## src/common/act_params.svh

```systemverilog
// Constants of the autoswitched commutation timer.
// Function
// - Commutation events never alter the step timer count in autoswitched mode.
// - Hardware zero-cross captures timer, shifts previous capture, resets timer.
// - Simulated zero-cross shifts written capture into previous, resets timer.
// - Compare equals weight times selected capture divided by 256 when not simulated.
// - Compare at or below timer fires commutation at once and takes timer value.
// - Multiplication is recomputed after every prescaler shift outside simulated mode.
// - Simulated mode compares only after a software write to compare register.
// - Simulated mode accepts consecutive commutations without demagnetization.
// - Timer overflow raises ratio-increment interrupt when ratio mask is set.
// - Simulated mode still honours demag and zero-cross; zero-cross resets timer.
// - At 100h prescaler increments, registers halve, flags set, count from 80h.
// - Zero-cross below 55h decrements prescaler, doubles registers, sets decrement flag.
// - Prescaler zero is never decremented and raises no decrement interrupt.
// - Prescaler 15 wraps timer FFh to 00h, only overflow flag set.
// - Rescaling covers timer, capture, previous, compare and demag compare together.
// - Debug enable drives commutation, demag and zero events on two debug pins.
// - Zero delay coefficient gives a glitch on the zero debug pin.
// - Speed measurement: demag pin toggles on capture, zero pin on update.
// - Step configuration preloads transfer at commutation; phase state also at its write when not autoswitched.
// - Registers freely writable until clock enabled; then ratio only steps.
// - Switch-mode select 0 is switched, 1 autoswitched with automatic commutation.
`ifndef ACT_PARAMS_SVH
`define ACT_PARAMS_SVH
`define ACT_ADDR_TIMER      4'h0
`define ACT_ADDR_ZCAP       4'h1
`define ACT_ADDR_ZPRV       4'h2
`define ACT_ADDR_COMP       4'h3
`define ACT_ADDR_DEMAG      4'h4
`define ACT_ADDR_WEIGHT     4'h5
`define ACT_ADDR_PRESC      4'h6
`define ACT_ADDR_CTRL       4'h7
`define ACT_ADDR_STATUS     4'h8
`define ACT_ADDR_STEPCFG    4'h9
`define ACT_ADDR_PHASE      4'ha
`define ACT_ADDR_MASK       4'hf
`define ACT_TIMER_LIMIT     9'h100
`define ACT_TIMER_MEDIAN    8'h80
`define ACT_TIMER_LOW       8'h55
`define ACT_PRESC_MAX       4'hf
`define ACT_TES_NONE        2'h0
`define ACT_RST_WEIGHT      8'h00
`define ACT_RST_PRESC       4'h0
`define ACT_WEIGHT_SHIFT    8
`endif

```

## src/common/act_pkg.sv

```systemverilog
// Types of the autoswitched commutation timer.
package act_pkg;
   typedef struct packed {
      logic       clock_enable;
      logic       switch_mode_select;
      logic       sim_commutation_enable;
      logic       delay_source_select;
      logic       debug_output_enable;
      logic [1:0] sensor_type_select;
      logic       ratio_irq_mask;
   } act_ctrl_s;
   typedef struct packed {
      logic       compare_polarity_bit;
      logic       hw_demag_enable;
      logic       sim_demag_enable;
      logic       output_sel_two;
   } act_stepcfg_s;
   typedef struct packed {
      logic [1:0] input_select;
      logic [5:0] output_phase_pattern;
   } act_phase_s;
   typedef enum logic [1:0] {
      ACT_IDLE = 2'b01,
      ACT_BUSY = 2'b10
   } act_bus_e;
endpackage : act_pkg

```

## src/act_timer.sv

```systemverilog
// Delay manager: step timer, captures, multiplier, auto prescaler and debug pins.
`timescale 1ns/1ps
`include "act_params.svh"
module act_timer (
   // Clock and reset
   input  wire logic        i_clock,
   input  wire logic        i_rstn,
   // Avalon-MM slave
   input  wire logic [5:0]  i_address,
   input  wire logic        i_read,
   input  wire logic        i_write,
   input  wire logic [31:0] i_writedata,
   input  wire logic [3:0]  i_byteenable,
   output logic      [31:0] o_readdata,
   output logic             o_waitrequest,
   // Rotor position events, one-cycle pulses
   input  wire logic        i_zero_cross_event,
   input  wire logic        i_demag_event,
   input  wire logic        i_capture_event,
   input  wire logic        i_update_event,
   // Event and pin outputs
   output logic             o_commutation,
   output logic             o_ratio_irq,
   output logic             o_zero_debug_pin,
   output logic             o_demag_debug_pin,
   output act_pkg::act_stepcfg_s o_stepcfg,
   output act_pkg::act_phase_s   o_phase
);

   // ---------------------------------------------------------------
   // State
   // ---------------------------------------------------------------
   act_pkg::act_ctrl_s    ctrl;
   act_pkg::act_stepcfg_s stepcfg_pre;
   act_pkg::act_phase_s   phase_pre;
   act_pkg::act_bus_e     bus_state;
   logic [7:0] step_timer;
   logic [7:0] zero_cross_capture;
   logic [7:0] zero_cross_previous;
   logic [7:0] commutation_compare;
   logic [7:0] demag_compare;
   logic [7:0] phase_weight;
   logic [3:0] step_prescaler;
   logic [14:0] tick_count;
   logic       ratio_increment_flag;
   logic       ratio_decrement_flag;
   logic       overflow_flag;
   logic       compare_armed;
   logic       mult_pending;
   logic       zero_glitch;
   logic       demag_toggle;
   logic       zero_toggle;

   // ---------------------------------------------------------------
   // Bus decode
   // ---------------------------------------------------------------
   wire        bus_access = (i_read || i_write) && (bus_state == act_pkg::ACT_IDLE);
   wire        wr         = i_write && (bus_state == act_pkg::ACT_BUSY) && i_byteenable[0];
   wire [3:0]  reg_sel    = i_address[5:2];
   wire        running    = ctrl.clock_enable;
   wire [7:0]  wd         = i_writedata[7:0];
   wire        wr_comp    = wr && (reg_sel == `ACT_ADDR_COMP);
   wire        wr_zcap    = wr && (reg_sel == `ACT_ADDR_ZCAP);
   wire        wr_phase   = wr && (reg_sel == `ACT_ADDR_PHASE);
   wire        wr_status  = wr && (reg_sel == `ACT_ADDR_STATUS);
   wire        autosw     = running && ctrl.switch_mode_select;
   wire        sim_c      = ctrl.sim_commutation_enable;
   act_pkg::act_ctrl_s wd_ctrl;
   assign wd_ctrl = act_pkg::act_ctrl_s'(wd);
   wire        sim_rise   = wr && (reg_sel == `ACT_ADDR_CTRL) && wd_ctrl.sim_commutation_enable
                            && !sim_c;

   // ---------------------------------------------------------------
   // Timebase: prescaler 2^n clock ticks per timer step
   // ---------------------------------------------------------------
   wire [14:0] tick_limit = 15'((16'h0001 << step_prescaler) - 16'h0001);
   wire        tick       = running && (tick_count >= tick_limit);
   wire [8:0]  timer_inc  = {1'b0, step_timer} + 9'h001;
   wire        at_limit   = tick && (timer_inc == `ACT_TIMER_LIMIT);
   wire        presc_top  = (step_prescaler == `ACT_PRESC_MAX);
   wire        shift_down = autosw && at_limit && !presc_top;
   wire        wrap       = running && at_limit && !shift_down;
   wire        zero_event = autosw && i_zero_cross_event;
   wire        sim_zero   = autosw && wr_zcap && sim_c;
   wire        any_zero   = zero_event || sim_zero;
   wire        shift_up   = zero_event && (step_timer < `ACT_TIMER_LOW)
                            && (step_prescaler != 4'h0);

   // ---------------------------------------------------------------
   // Multiplier and compare check
   // ---------------------------------------------------------------
   wire [7:0]  mult_src   = ctrl.delay_source_select ? zero_cross_capture : zero_cross_previous;
   wire [15:0] product    = phase_weight * mult_src;
   wire [7:0]  mult_res   = product[15:`ACT_WEIGHT_SHIFT];
   wire        comp_ready = running && compare_armed && !mult_pending;
   wire        commutate  = comp_ready && (commutation_compare <= step_timer);

   // ---------------------------------------------------------------
   // Timer and capture registers
   // ---------------------------------------------------------------
   always_ff @(posedge i_clock) begin
      if (!i_rstn) begin
         step_timer          <= 8'h00;
         zero_cross_capture  <= 8'h00;
         zero_cross_previous <= 8'h00;
         demag_compare       <= 8'h00;
         tick_count          <= 15'h0000;
      end else begin
         tick_count <= (tick || !running || any_zero) ? 15'h0000 : tick_count + 15'h0001;
         if (!running && wr) begin
            if (reg_sel == `ACT_ADDR_TIMER) step_timer <= wd;
            if (reg_sel == `ACT_ADDR_ZCAP) zero_cross_capture <= wd;
            if (reg_sel == `ACT_ADDR_ZPRV) zero_cross_previous <= wd;
            if (reg_sel == `ACT_ADDR_DEMAG) demag_compare <= wd;
         end else if (zero_event) begin
            zero_cross_previous <= shift_up ? {zero_cross_capture[6:0], 1'b0} : zero_cross_capture;
            zero_cross_capture  <= shift_up ? {step_timer[6:0], 1'b0} : step_timer;
            demag_compare       <= shift_up ? {demag_compare[6:0], 1'b0} : demag_compare;
            step_timer          <= 8'h00;
         end else if (sim_zero) begin
            zero_cross_previous <= wd;
            zero_cross_capture  <= wd;
            step_timer          <= 8'h00;
         end else if (shift_down) begin
            step_timer          <= `ACT_TIMER_MEDIAN;
            zero_cross_capture  <= {1'b0, zero_cross_capture[7:1]};
            zero_cross_previous <= {1'b0, zero_cross_previous[7:1]};
            demag_compare       <= {1'b0, demag_compare[7:1]};
         end else if (running && wr && reg_sel == `ACT_ADDR_DEMAG) begin
            demag_compare <= wd;
         end else if (tick) begin
            step_timer <= timer_inc[7:0];
         end
      end
   end

   // ---------------------------------------------------------------
   // Commutation compare
   // ---------------------------------------------------------------
   always_ff @(posedge i_clock) begin
      if (!i_rstn) begin
         commutation_compare <= 8'h00;
         compare_armed       <= 1'b0;
         mult_pending        <= 1'b0;
      end else begin
         // Turning simulated commutation on cancels a pending hardware result.
         mult_pending <= autosw && !sim_c && !sim_rise
                         && (any_zero || shift_down || shift_up);
         if (wr_comp) begin
            commutation_compare <= wd;
            compare_armed       <= running;
         end else if (commutate) begin
            commutation_compare <= step_timer;
            compare_armed       <= 1'b0;
         end else if (mult_pending) begin
            commutation_compare <= mult_res;
            compare_armed       <= 1'b1;
         end else if (shift_down) begin
            commutation_compare <= {1'b0, commutation_compare[7:1]};
         end else if (shift_up) begin
            commutation_compare <= {commutation_compare[6:0], 1'b0};
         end else if (sim_c && any_zero) begin
            compare_armed <= 1'b0;
         end
         // A stale hardware compare must not fire once software takes over.
         if (sim_rise) compare_armed <= 1'b0;
      end
   end

   // ---------------------------------------------------------------
   // Control, prescaler and flags
   // ---------------------------------------------------------------
   wire wr_presc = wr && (reg_sel == `ACT_ADDR_PRESC) && !running;
   always_ff @(posedge i_clock) begin
      if (!i_rstn) begin
         ctrl                 <= '0;
         phase_weight         <= `ACT_RST_WEIGHT;
         step_prescaler       <= `ACT_RST_PRESC;
         ratio_increment_flag <= 1'b0;
         ratio_decrement_flag <= 1'b0;
         overflow_flag        <= 1'b0;
         stepcfg_pre          <= '0;
         phase_pre            <= '0;
         o_stepcfg            <= '0;
         o_phase              <= '0;
      end else begin
         if (wr && reg_sel == `ACT_ADDR_CTRL) ctrl <= act_pkg::act_ctrl_s'(i_writedata[7:0]);
         if (wr && reg_sel == `ACT_ADDR_WEIGHT) phase_weight <= wd;
         if (wr_presc) step_prescaler <= wd[3:0];
         else if (shift_down) step_prescaler <= step_prescaler + 4'h1;
         else if (shift_up) step_prescaler <= step_prescaler - 4'h1;
         // Hardware set wins over a software clear in the same cycle.
         ratio_increment_flag <= shift_down || (ratio_increment_flag && !(wr_status && wd[0]));
         ratio_decrement_flag <= shift_up || (ratio_decrement_flag && !(wr_status && wd[1]));
         overflow_flag <= (at_limit && running && ctrl.sensor_type_select == `ACT_TES_NONE)
                          || (overflow_flag && !(wr_status && wd[2]));
         if (wr && reg_sel == `ACT_ADDR_STEPCFG) stepcfg_pre <= act_pkg::act_stepcfg_s'(wd[3:0]);
         if (wr_phase) phase_pre <= act_pkg::act_phase_s'(wd);
         if (commutate) o_stepcfg <= stepcfg_pre;
         if (commutate) o_phase <= phase_pre;
         else if (wr_phase && !autosw) o_phase <= act_pkg::act_phase_s'(wd);
      end
   end

   // Ratio interrupt: prescaler step changes only, gated by the mask.
   assign o_ratio_irq = ctrl.ratio_irq_mask
                        && (ratio_increment_flag || ratio_decrement_flag);
   assign o_commutation = commutate;

   // ---------------------------------------------------------------
   // Debug pins
   // ---------------------------------------------------------------
   wire speed_mode = ctrl.sensor_type_select != `ACT_TES_NONE;
   always_ff @(posedge i_clock) begin
      if (!i_rstn) begin
         zero_glitch       <= 1'b0;
         demag_toggle      <= 1'b0;
         zero_toggle       <= 1'b0;
         o_zero_debug_pin  <= 1'b0;
         o_demag_debug_pin <= 1'b0;
      end else begin
         zero_glitch  <= any_zero;
         demag_toggle <= demag_toggle ^ (speed_mode ? i_capture_event : commutate);
         zero_toggle  <= zero_toggle ^ (speed_mode && i_update_event);
         if (!ctrl.debug_output_enable) begin
            o_zero_debug_pin  <= 1'b0;
            o_demag_debug_pin <= 1'b0;
         end else if (speed_mode) begin
            o_zero_debug_pin  <= zero_toggle;
            o_demag_debug_pin <= demag_toggle;
         end else begin
            // A zero event is shown one cycle even when commutation follows at once.
            o_zero_debug_pin  <= any_zero || (zero_glitch && !commutate);
            o_demag_debug_pin <= demag_toggle ^ i_demag_event;
         end
      end
   end

   // ---------------------------------------------------------------
   // Avalon-MM slave: one wait cycle on every access
   // ---------------------------------------------------------------
   always_ff @(posedge i_clock) begin
      if (!i_rstn) bus_state <= act_pkg::ACT_IDLE;
      else if (bus_access) bus_state <= act_pkg::ACT_BUSY;
      else bus_state <= act_pkg::ACT_IDLE;
   end
   assign o_waitrequest = (i_read || i_write) && (bus_state != act_pkg::ACT_BUSY);

   logic [7:0] rd_mux;
   always_comb begin
      case (reg_sel)
         `ACT_ADDR_TIMER:   rd_mux = step_timer;
         `ACT_ADDR_ZCAP:    rd_mux = zero_cross_capture;
         `ACT_ADDR_ZPRV:    rd_mux = zero_cross_previous;
         `ACT_ADDR_COMP:    rd_mux = commutation_compare;
         `ACT_ADDR_DEMAG:   rd_mux = demag_compare;
         `ACT_ADDR_WEIGHT:  rd_mux = phase_weight;
         `ACT_ADDR_PRESC:   rd_mux = {4'h0, step_prescaler};
         `ACT_ADDR_CTRL:    rd_mux = ctrl;
         `ACT_ADDR_STATUS:  rd_mux = {5'h00, overflow_flag, ratio_decrement_flag,
                                      ratio_increment_flag};
         `ACT_ADDR_STEPCFG: rd_mux = {4'h0, stepcfg_pre};
         `ACT_ADDR_PHASE:   rd_mux = phase_pre;
         default:           rd_mux = 8'h00;
      endcase
   end
   always_ff @(posedge i_clock) begin
      if (!i_rstn) o_readdata <= 32'h00000000;
      else if (bus_access && i_read) o_readdata <= {24'h000000, rd_mux};
   end

   // ---------------------------------------------------------------
   // Checks
   // ---------------------------------------------------------------
   AST_COMM_TAKES_TIMER: assert property (@(posedge i_clock) disable iff (!i_rstn)
      commutate |=> commutation_compare == $past(step_timer) || $past(wr_comp))
      else $error("compare not overwritten by timer on commutation");
   wire [7:0] next_previous = shift_up ? {zero_cross_capture[6:0], 1'b0} : zero_cross_capture;
   AST_ZERO_RESETS: assert property (@(posedge i_clock) disable iff (!i_rstn)
      (zero_event && running) |=> step_timer == 8'h00
                                  && zero_cross_previous == $past(next_previous))
      else $error("zero-cross did not reset and capture");
   AST_SIM_NO_WRITE: assert property (@(posedge i_clock) disable iff (!i_rstn)
      (sim_c && !compare_armed && !wr_comp) |=> !compare_armed)
      else $error("compare armed without a software write");
   AST_PRESC_UP: assert property (@(posedge i_clock) disable iff (!i_rstn)
      (shift_down && !zero_event && !sim_zero && !wr_presc) |=>
         step_timer == 8'h80 && step_prescaler == $past(step_prescaler) + 4'h1)
      else $error("overflow rescale wrong");
   AST_PRESC_FLOOR: assert property (@(posedge i_clock) disable iff (!i_rstn)
      (step_prescaler == 4'h0 && !wr_presc) |=> step_prescaler != 4'hf)
      else $error("prescaler decremented below zero");
   AST_TOP_WRAP: assert property (@(posedge i_clock) disable iff (!i_rstn)
      (wrap && presc_top && !any_zero && !wr) |=> step_timer == 8'h00 && !$rose(ratio_increment_flag))
      else $error("wrap at top prescaler wrong");
   AST_MULT_LOAD: assert property (@(posedge i_clock) disable iff (!i_rstn)
      (mult_pending && !wr_comp && !commutate) |=> commutation_compare == $past(mult_res))
      else $error("multiplier result not loaded");
   AST_PRELOAD: assert property (@(posedge i_clock) disable iff (!i_rstn)
      commutate |=> o_stepcfg == $past(stepcfg_pre))
      else $error("step preload not transferred");
   AST_IRQ: assert property (@(posedge i_clock) disable iff (!i_rstn)
      (shift_down && ctrl.ratio_irq_mask && !wr_status && !(wr && reg_sel == `ACT_ADDR_CTRL)) |=> o_ratio_irq)
      else $error("ratio interrupt missing");

endmodule : act_timer

```

## config.mk

```make
export PLATFORM = sky130hd
export DESIGN_NAME = act_timer
export DESIGN_NICKNAME = d
export VERILOG_FILES = /design/src/common/act_pkg.sv /design/src/act_timer.sv
export VERILOG_INCLUDE_DIRS = /design/src /design/src/common
export SDC_FILE = /design/constraint.sdc
export NUM_CORES = 1
export LEC_CHECK = 0
export BUFFER_PORTS_ARGS = -buffer_cell sky130_fd_sc_hd__buf_2
export CORE_MARGIN = 8
export CORE_UTILIZATION = 35
export DETAILED_ROUTE_END_ITERATION = 16
export SLEW_MARGIN = 10
export SYNTH_ARGS = -nofsm -noshare
export SYNTH_HDL_FRONTEND = slang
export SYNTH_SLANG_ARGS = --single-unit
```

## constraint.sdc

```tcl
create_clock -name i_clock -period 4.8 [get_ports i_clock]
set_input_delay 0.72 -clock i_clock [delete_from_list [all_inputs] [get_ports i_clock]]
set_output_delay 0.72 -clock i_clock [all_outputs]
set_load 0.02 [all_outputs]
```

* After elaboration in Yosys (flattened, before gate mapping)
Index checks and enable logic that the tools add are counted.
Cells by class: add/subtract/negate cells 5, eq/ne operators 24, multiplexer cells 48, reductions and logical operators 88, bitwise gates (word level) 4, multipliers 1, shift operators 1, order comparisons 3
Operators with widths (count):
- 2-to-1 mux 8 bit | 34
- one-hot mux 8 bit (11 select lines) | 1
- logical AND 1 bit | 48
- == test 4 x 3 -> 1 bit (second input constant) | 4
- == test 4 bit (second input constant) | 4
- multiplier 8 x 8 -> 16 bit | 1
- nonzero test 4 bit | 4
- adder 15 x 1 -> 15 bit (second input constant) | 1
- >= comparator 15 bit | 1
- << shifter 1 x 4 -> 15 bit (first input constant) | 1
- subtractor 15 x 1 -> 15 bit (second input constant) | 1
- 2-to-1 mux 4 bit | 3
- logical OR 1 bit | 11
- zero test 1 bit | 10
- nonzero test 5 bit | 2
- adder 8 x 1 -> 9 bit (second input constant) | 1
- == test 9 bit (second input constant) | 1
- 2-to-1 mux 1 bit | 9
- == test 4 x 2 -> 1 bit (second input constant) | 2
- less-or-equal comparator 8 bit | 1
- less-than comparator 8 x 7 -> 1 bit (second input constant) | 1
- inequality test 2 x 1 -> 1 bit (second input constant) | 4
- inequality test 4 x 3 -> 1 bit (second input constant) | 2
- AND reduction 2 bit | 3
- other kinds (19) | 24
Storage, ports and cells: register bits after elaboration 119, logic and storage cells 213, input bits 50, output and inout bits 49

* Logic depth before layout (Yosys ltp)
word-level depth 14, mapped depth 20, mapped depth without buffers 19

* Worst setup path before layout
Ideal clock, no wire load.
path kind register to register, start register ctrl[4] (netlist bit), end register commutation_compare[7], clock period less this slack 4.947 ns, setup time 0.117 ns, path buffers 1, arrival 4.829 ns, required time 4.683 ns, path slack -0.147 ns, cell stages (with the launch flop) 20, path through dfxtp_1 buf_6 mux2_2 nand2_1 fa_1 inv_1 fa_1 inv_1 fa_1 inv_1 fa_1 ha_1 and3_1 or2_2 o221ai_4 o21ai_4 a2111oi_2 a41o_1 o21ai_1 a32o_1
Between the ends: word-level cells in the longest chain between the ends 5
Ends and longest elaborated chain:
- start: declaration | line act_timer.sv:33 | act_pkg::act_ctrl_s ctrl;
- start signal: assignment | line act_timer.sv:187 | if (wr && reg_sel == `ACT_ADDR_CTRL) ctrl <= act_pkg::act_ctrl_s'(i_writedata[7:0]);
- 2-to-1 mux 8 bit | line act_timer.sv:92 | wire [7:0] mult_src = ctrl.delay_source_select ? zero_cross_capture : zero_cross_previous;
- multiplier 8 x 8 -> 16 bit | line act_timer.sv:93 | wire [15:0] product = phase_weight * mult_src;
- 2-to-1 mux 8 bit | line act_timer.sv:155 | end else if (mult_pending) begin
- 2-to-1 mux 8 bit | line act_timer.sv:152 | end else if (commutate) begin
- 2-to-1 mux 8 bit | line act_timer.sv:149 | if (wr_comp) begin
- end signal: assignment | line act_timer.sv:150 | commutation_compare <= wd;
- end signal: assignment | line act_timer.sv:153 | commutation_compare <= step_timer;
- end signal: assignment | line act_timer.sv:156 | commutation_compare <= mult_res;
- end: declaration | line act_timer.sv:40 | logic [7:0] commutation_compare;
No other way between the ends. A chain may end at the register's enable or synchronous reset.

* Worst setup path in the final report
start register ctrl[4] (netlist bit), end register commutation_compare[2]
The elaborated chain is that of the path after synthesis.

==> results.tsv <==
stage	metric	value	unit
floorplanning	# rows	60	
routing	Vias	8981	
placed_design	pre-CTS setup slack	-0.320	ns
sta	Final Max Slew Viols	0	
sta	RSZ-0062 raised after global routing	yes	
sta	setup_tns	-0.0912	ns
yosys	top_reg_cell synth	dfxtp_1	
global_route	GRT met2 Usage	29.7	%
global_route	GR Util met3	4.01	%
placed_design	placed cell areas	10200	sq um
yosys	Post-synth ARST share	0	%
clocking	root buffer selected by CTS	clkbuf_16	
clocking	CTS tree	built	
yosys	synthesized flop and latch total	119	
yosys	number of distinct library cells after synthesis	74	
routing	# DRC	0	
layout	Fill cells	2743	
critical_path	CP required	5.16	ns
critical_path	critical path class	reg -> reg	
global_route	first-pass GRT wire length	48.0	mm
hold_path	Hold WC Path Type	reg -> reg	
yosys	sequential area share after synthesis	25.3	%
critical_path	slowest CP cell	fa_1	
critical_path	cell-by-cell trace of the critical path	buf_6 -> mux2_4 -> nand2_2 -> fa_1 -> inv_2 -> fa_1 -> inv_1 -> fa_1 -> inv_2 -> fa_1 -> ha_4 -> and3_4 -> or2_4 -> o221ai_4 -> buf_6 -> nand2b_1 -> xnor2_1 -> a311oi_1 -> o2111ai_1 -> nand2_1	
global_route	grt met1 use	23.6	%
power	Worst VDD drop	220	uV
power	leakage power	4.61	nW
layout	most frequent cells in the layout	nand2_1 (154), dfxtp_1 (118), nor2_1 (112), a21oi_1 (75), buf_4 (71)	
floorplanning	core area	26700	sq um
yosys	EDFF count, synth	0	
placed_design	# placed instances	1567	
global_route	largest net degree at the start of global routing	47	
placed_design	GPL Wtd Cong	0.930	
sta	Slew @ Worst Pin	1.32	ns
routing	Detail Route Antenna Nets	0	
global_route	initial antenna violation count	1	
sta	Max Clk Rate	0.206	GHz
layout	layout cells sized above 1	16.8	%
routing	DR pass1 iterations	6	
floorplanning	die span in y	180	um
routing	drt total wl	30.2	mm
layout	final core utilization	41.5	%
routing	Vias/cell	5.59	
yosys	Mapped Cells	1186	
clocking	clk slew on worst S/H paths	0.06	ns
sta	Rel. slew slack	11.7	%
floorplanning	IO Pins	99	
clocking	Clock Latency Late Sink	0.43	ns
yosys	average size of a mapped cell	7.94	sq um
placed_design	I/O Buffers	45	
layout	Design Area, Final	11100	sq um
sta	fin crit share	101	%
power	pwr/cell area	224	nW/um^2
placed_design	Post-DP HPWL	21.7	mm
yosys	warnings from Yosys	0	
sta	Final Hold Vio Count	0	
critical_path	Max FO, Critical Path	6	
floorplanning	Die Footprint	32400	sq um
layout	nets@finish	1401	
critical_path	crit path DAT	5.21	ns
critical_path	crit start category	flop	
layout	most common cell after layout, fill and taps aside	nand2_1	
global_route	grt peak-use layer	met2	
sta	worst clock skew	0.0172	ns
status	failing checks	setup timing	
clocking	CTS buffer count	17	
critical_path	CP peak stage delay	0.53	ns
flow_run	# Max-Cap Violations	0	
sta	Setup Viol. Count Final	3	
floorplanning	Horiz. Die Dim	180	um
sta	final setup margin	-0.0442	ns
critical_path	Worst Setup End Kind	flop	
routing	initial drt markers	830	
global_route	vias in the first global route	8635	
sta	min Tclk post-route	4.84	ns
layout	area delta synth->final	17.5	%
global_route	GR Util All Layers	18.3	%
global_route	GRT Residual Overflow	0	
clocking	clock tree buffer depth	2	
floorplanning	Initial Util	35.3	%
layout	Finished Layout Cells	1606	
critical_path	CP most frequent cell	fa_1	
status	status	finished with violations	
routing	wire per inst	18.8	um
yosys	Post-Syn Area	9420	sq um
layout	Antenna Cells	0	
clocking	H-Tree Depth	4	
clocking	clk sinks	119	
routing by layer:
metal | vias up | wire [um]
met3 | 64 | 2220
met5 | - | 8
met2 | 345 | 13700
met1 | 4297 | 13400
met4 | 2 | 846
li1 | 4273 | -
registers in the layout, indices dropped and copies added (netlist names), 2 cells and up:
register	flops
tick_count	15
commutation_compare	8
demag_compare	8
o_phase	8
o_readdata	8
phase_pre	8
phase_weight	8
step_timer	8
zero_cross_capture	8
zero_cross_previous	8
ctrl	6
o_stepcfg	4
step_prescaler	4
stepcfg_pre	4
bus_state	2
cells in the mapped netlist, types with 19 or more instances:
| cell | count | area share [%] |
|---|---|---|
| ha_1 | 63 | 8.4 |
| nor2_1 | 113 | 4.5 |
| a21oi_1 | 77 | 4.1 |
| nand2_1 | 158 | 6.3 |
| nor3_1 | 19 | 1.0 |
| mux2i_1 | 47 | 5.0 |
| fa_1 | 36 | 7.7 |
| o21ai_0 | 51 | 2.7 |
| nand3_1 | 39 | 2.1 |
| dfxtp_1 | 119 | 25 |
| buf_4 | 26 | 2.1 |
| clkbuf_1 | 41 | 1.6 |
| buf_2 | 19 | 1.0 |
| inv_1 | 75 | 3.0 |
| a22oi_1 | 33 | 2.6 |
| and2_1 | 28 | 1.9 |
worst max-delay path, delay by kind of cell, from the launching register on:
kind / cells / cell delay, ns
AO/OA/AOI/OAI: 3 / 0.73
XOR/XNOR: 1 / 0.14
adder cells (fa/ha/maj): 5 / 2.29
buffers and inverters: 5 / 0.42
flip-flops: 1 / 0.37
multiplexers: 1 / 0.23
AND/OR/NAND/NOR: 5 / 0.60
final timing paths:
check	slack, ns	depth (start not counted)	start	endpoint
max	-0.04	20	ctrl[4]$_SDFFE_PN0P_	commutation_compare[2]$_SDFFE_PN0P_
min	0.45	2	o_readdata[3]$_SDFFE_PN0P_	o_readdata[3]$_SDFFE_PN0P_
max reg2reg	-0.04	20	ctrl[4]$_SDFFE_PN0P_	commutation_compare[2]$_SDFFE_PN0P_
min reg2reg	0.45	2	o_readdata[3]$_SDFFE_PN0P_	o_readdata[3]$_SDFFE_PN0P_
metrics by stage:
stage               power, mW  hold WS (ns)
floorplan                1.12         0.436
global placement         1.15         0.444
detailed placement       1.15         0.446
CTS                      2.50         0.455
global route             2.55         0.482
finish                   2.48         0.453
repair_timing:
| action | in CTS | in global routing |
|---|---|---|
| buffers inserted | 7 | 1 |
| pin swaps | 26 | 17 |
| hold buffers | 0 | 0 |
| endpoints found under the setup margin | 7 | 8 |
| gates resized for setup | 28 | 19 |
cell families after synthesis:
kind of cell    share of synthesized area, %
compound gates                          20.8
flops                                   25.3
fa+ha+maj                               16.0
other cells                           0.0398
mux                                     6.51
buf+inv                                 8.34
simple gates                            20.6
xor+xnor                                2.42
power breakdown:
group | leakage, nW | switching, mW | internal (mW) | total [mW]
clock | 0.298 | 0.510 | 0.836 | 1.35
sequential | 0.960 | 0.00476 | 0.992 | 0.997
combinational | 3.35 | 0.107 | 0.0334 | 0.141
total | 4.61 | 0.622 | 1.86 | 2.48
layout make-up:
type                       instances  area, sq um  area share [%]
timing repair buffer             122          835            7.54
inverter                          77          289            2.61
multi-input combinational        915         6520            58.9
tap                              341          427            3.86
sequential                       119         2390            21.6
clock inverter                    13          169            1.53
clock buffer                      19          443            4.00
Power figures use the tool's default switching activity.
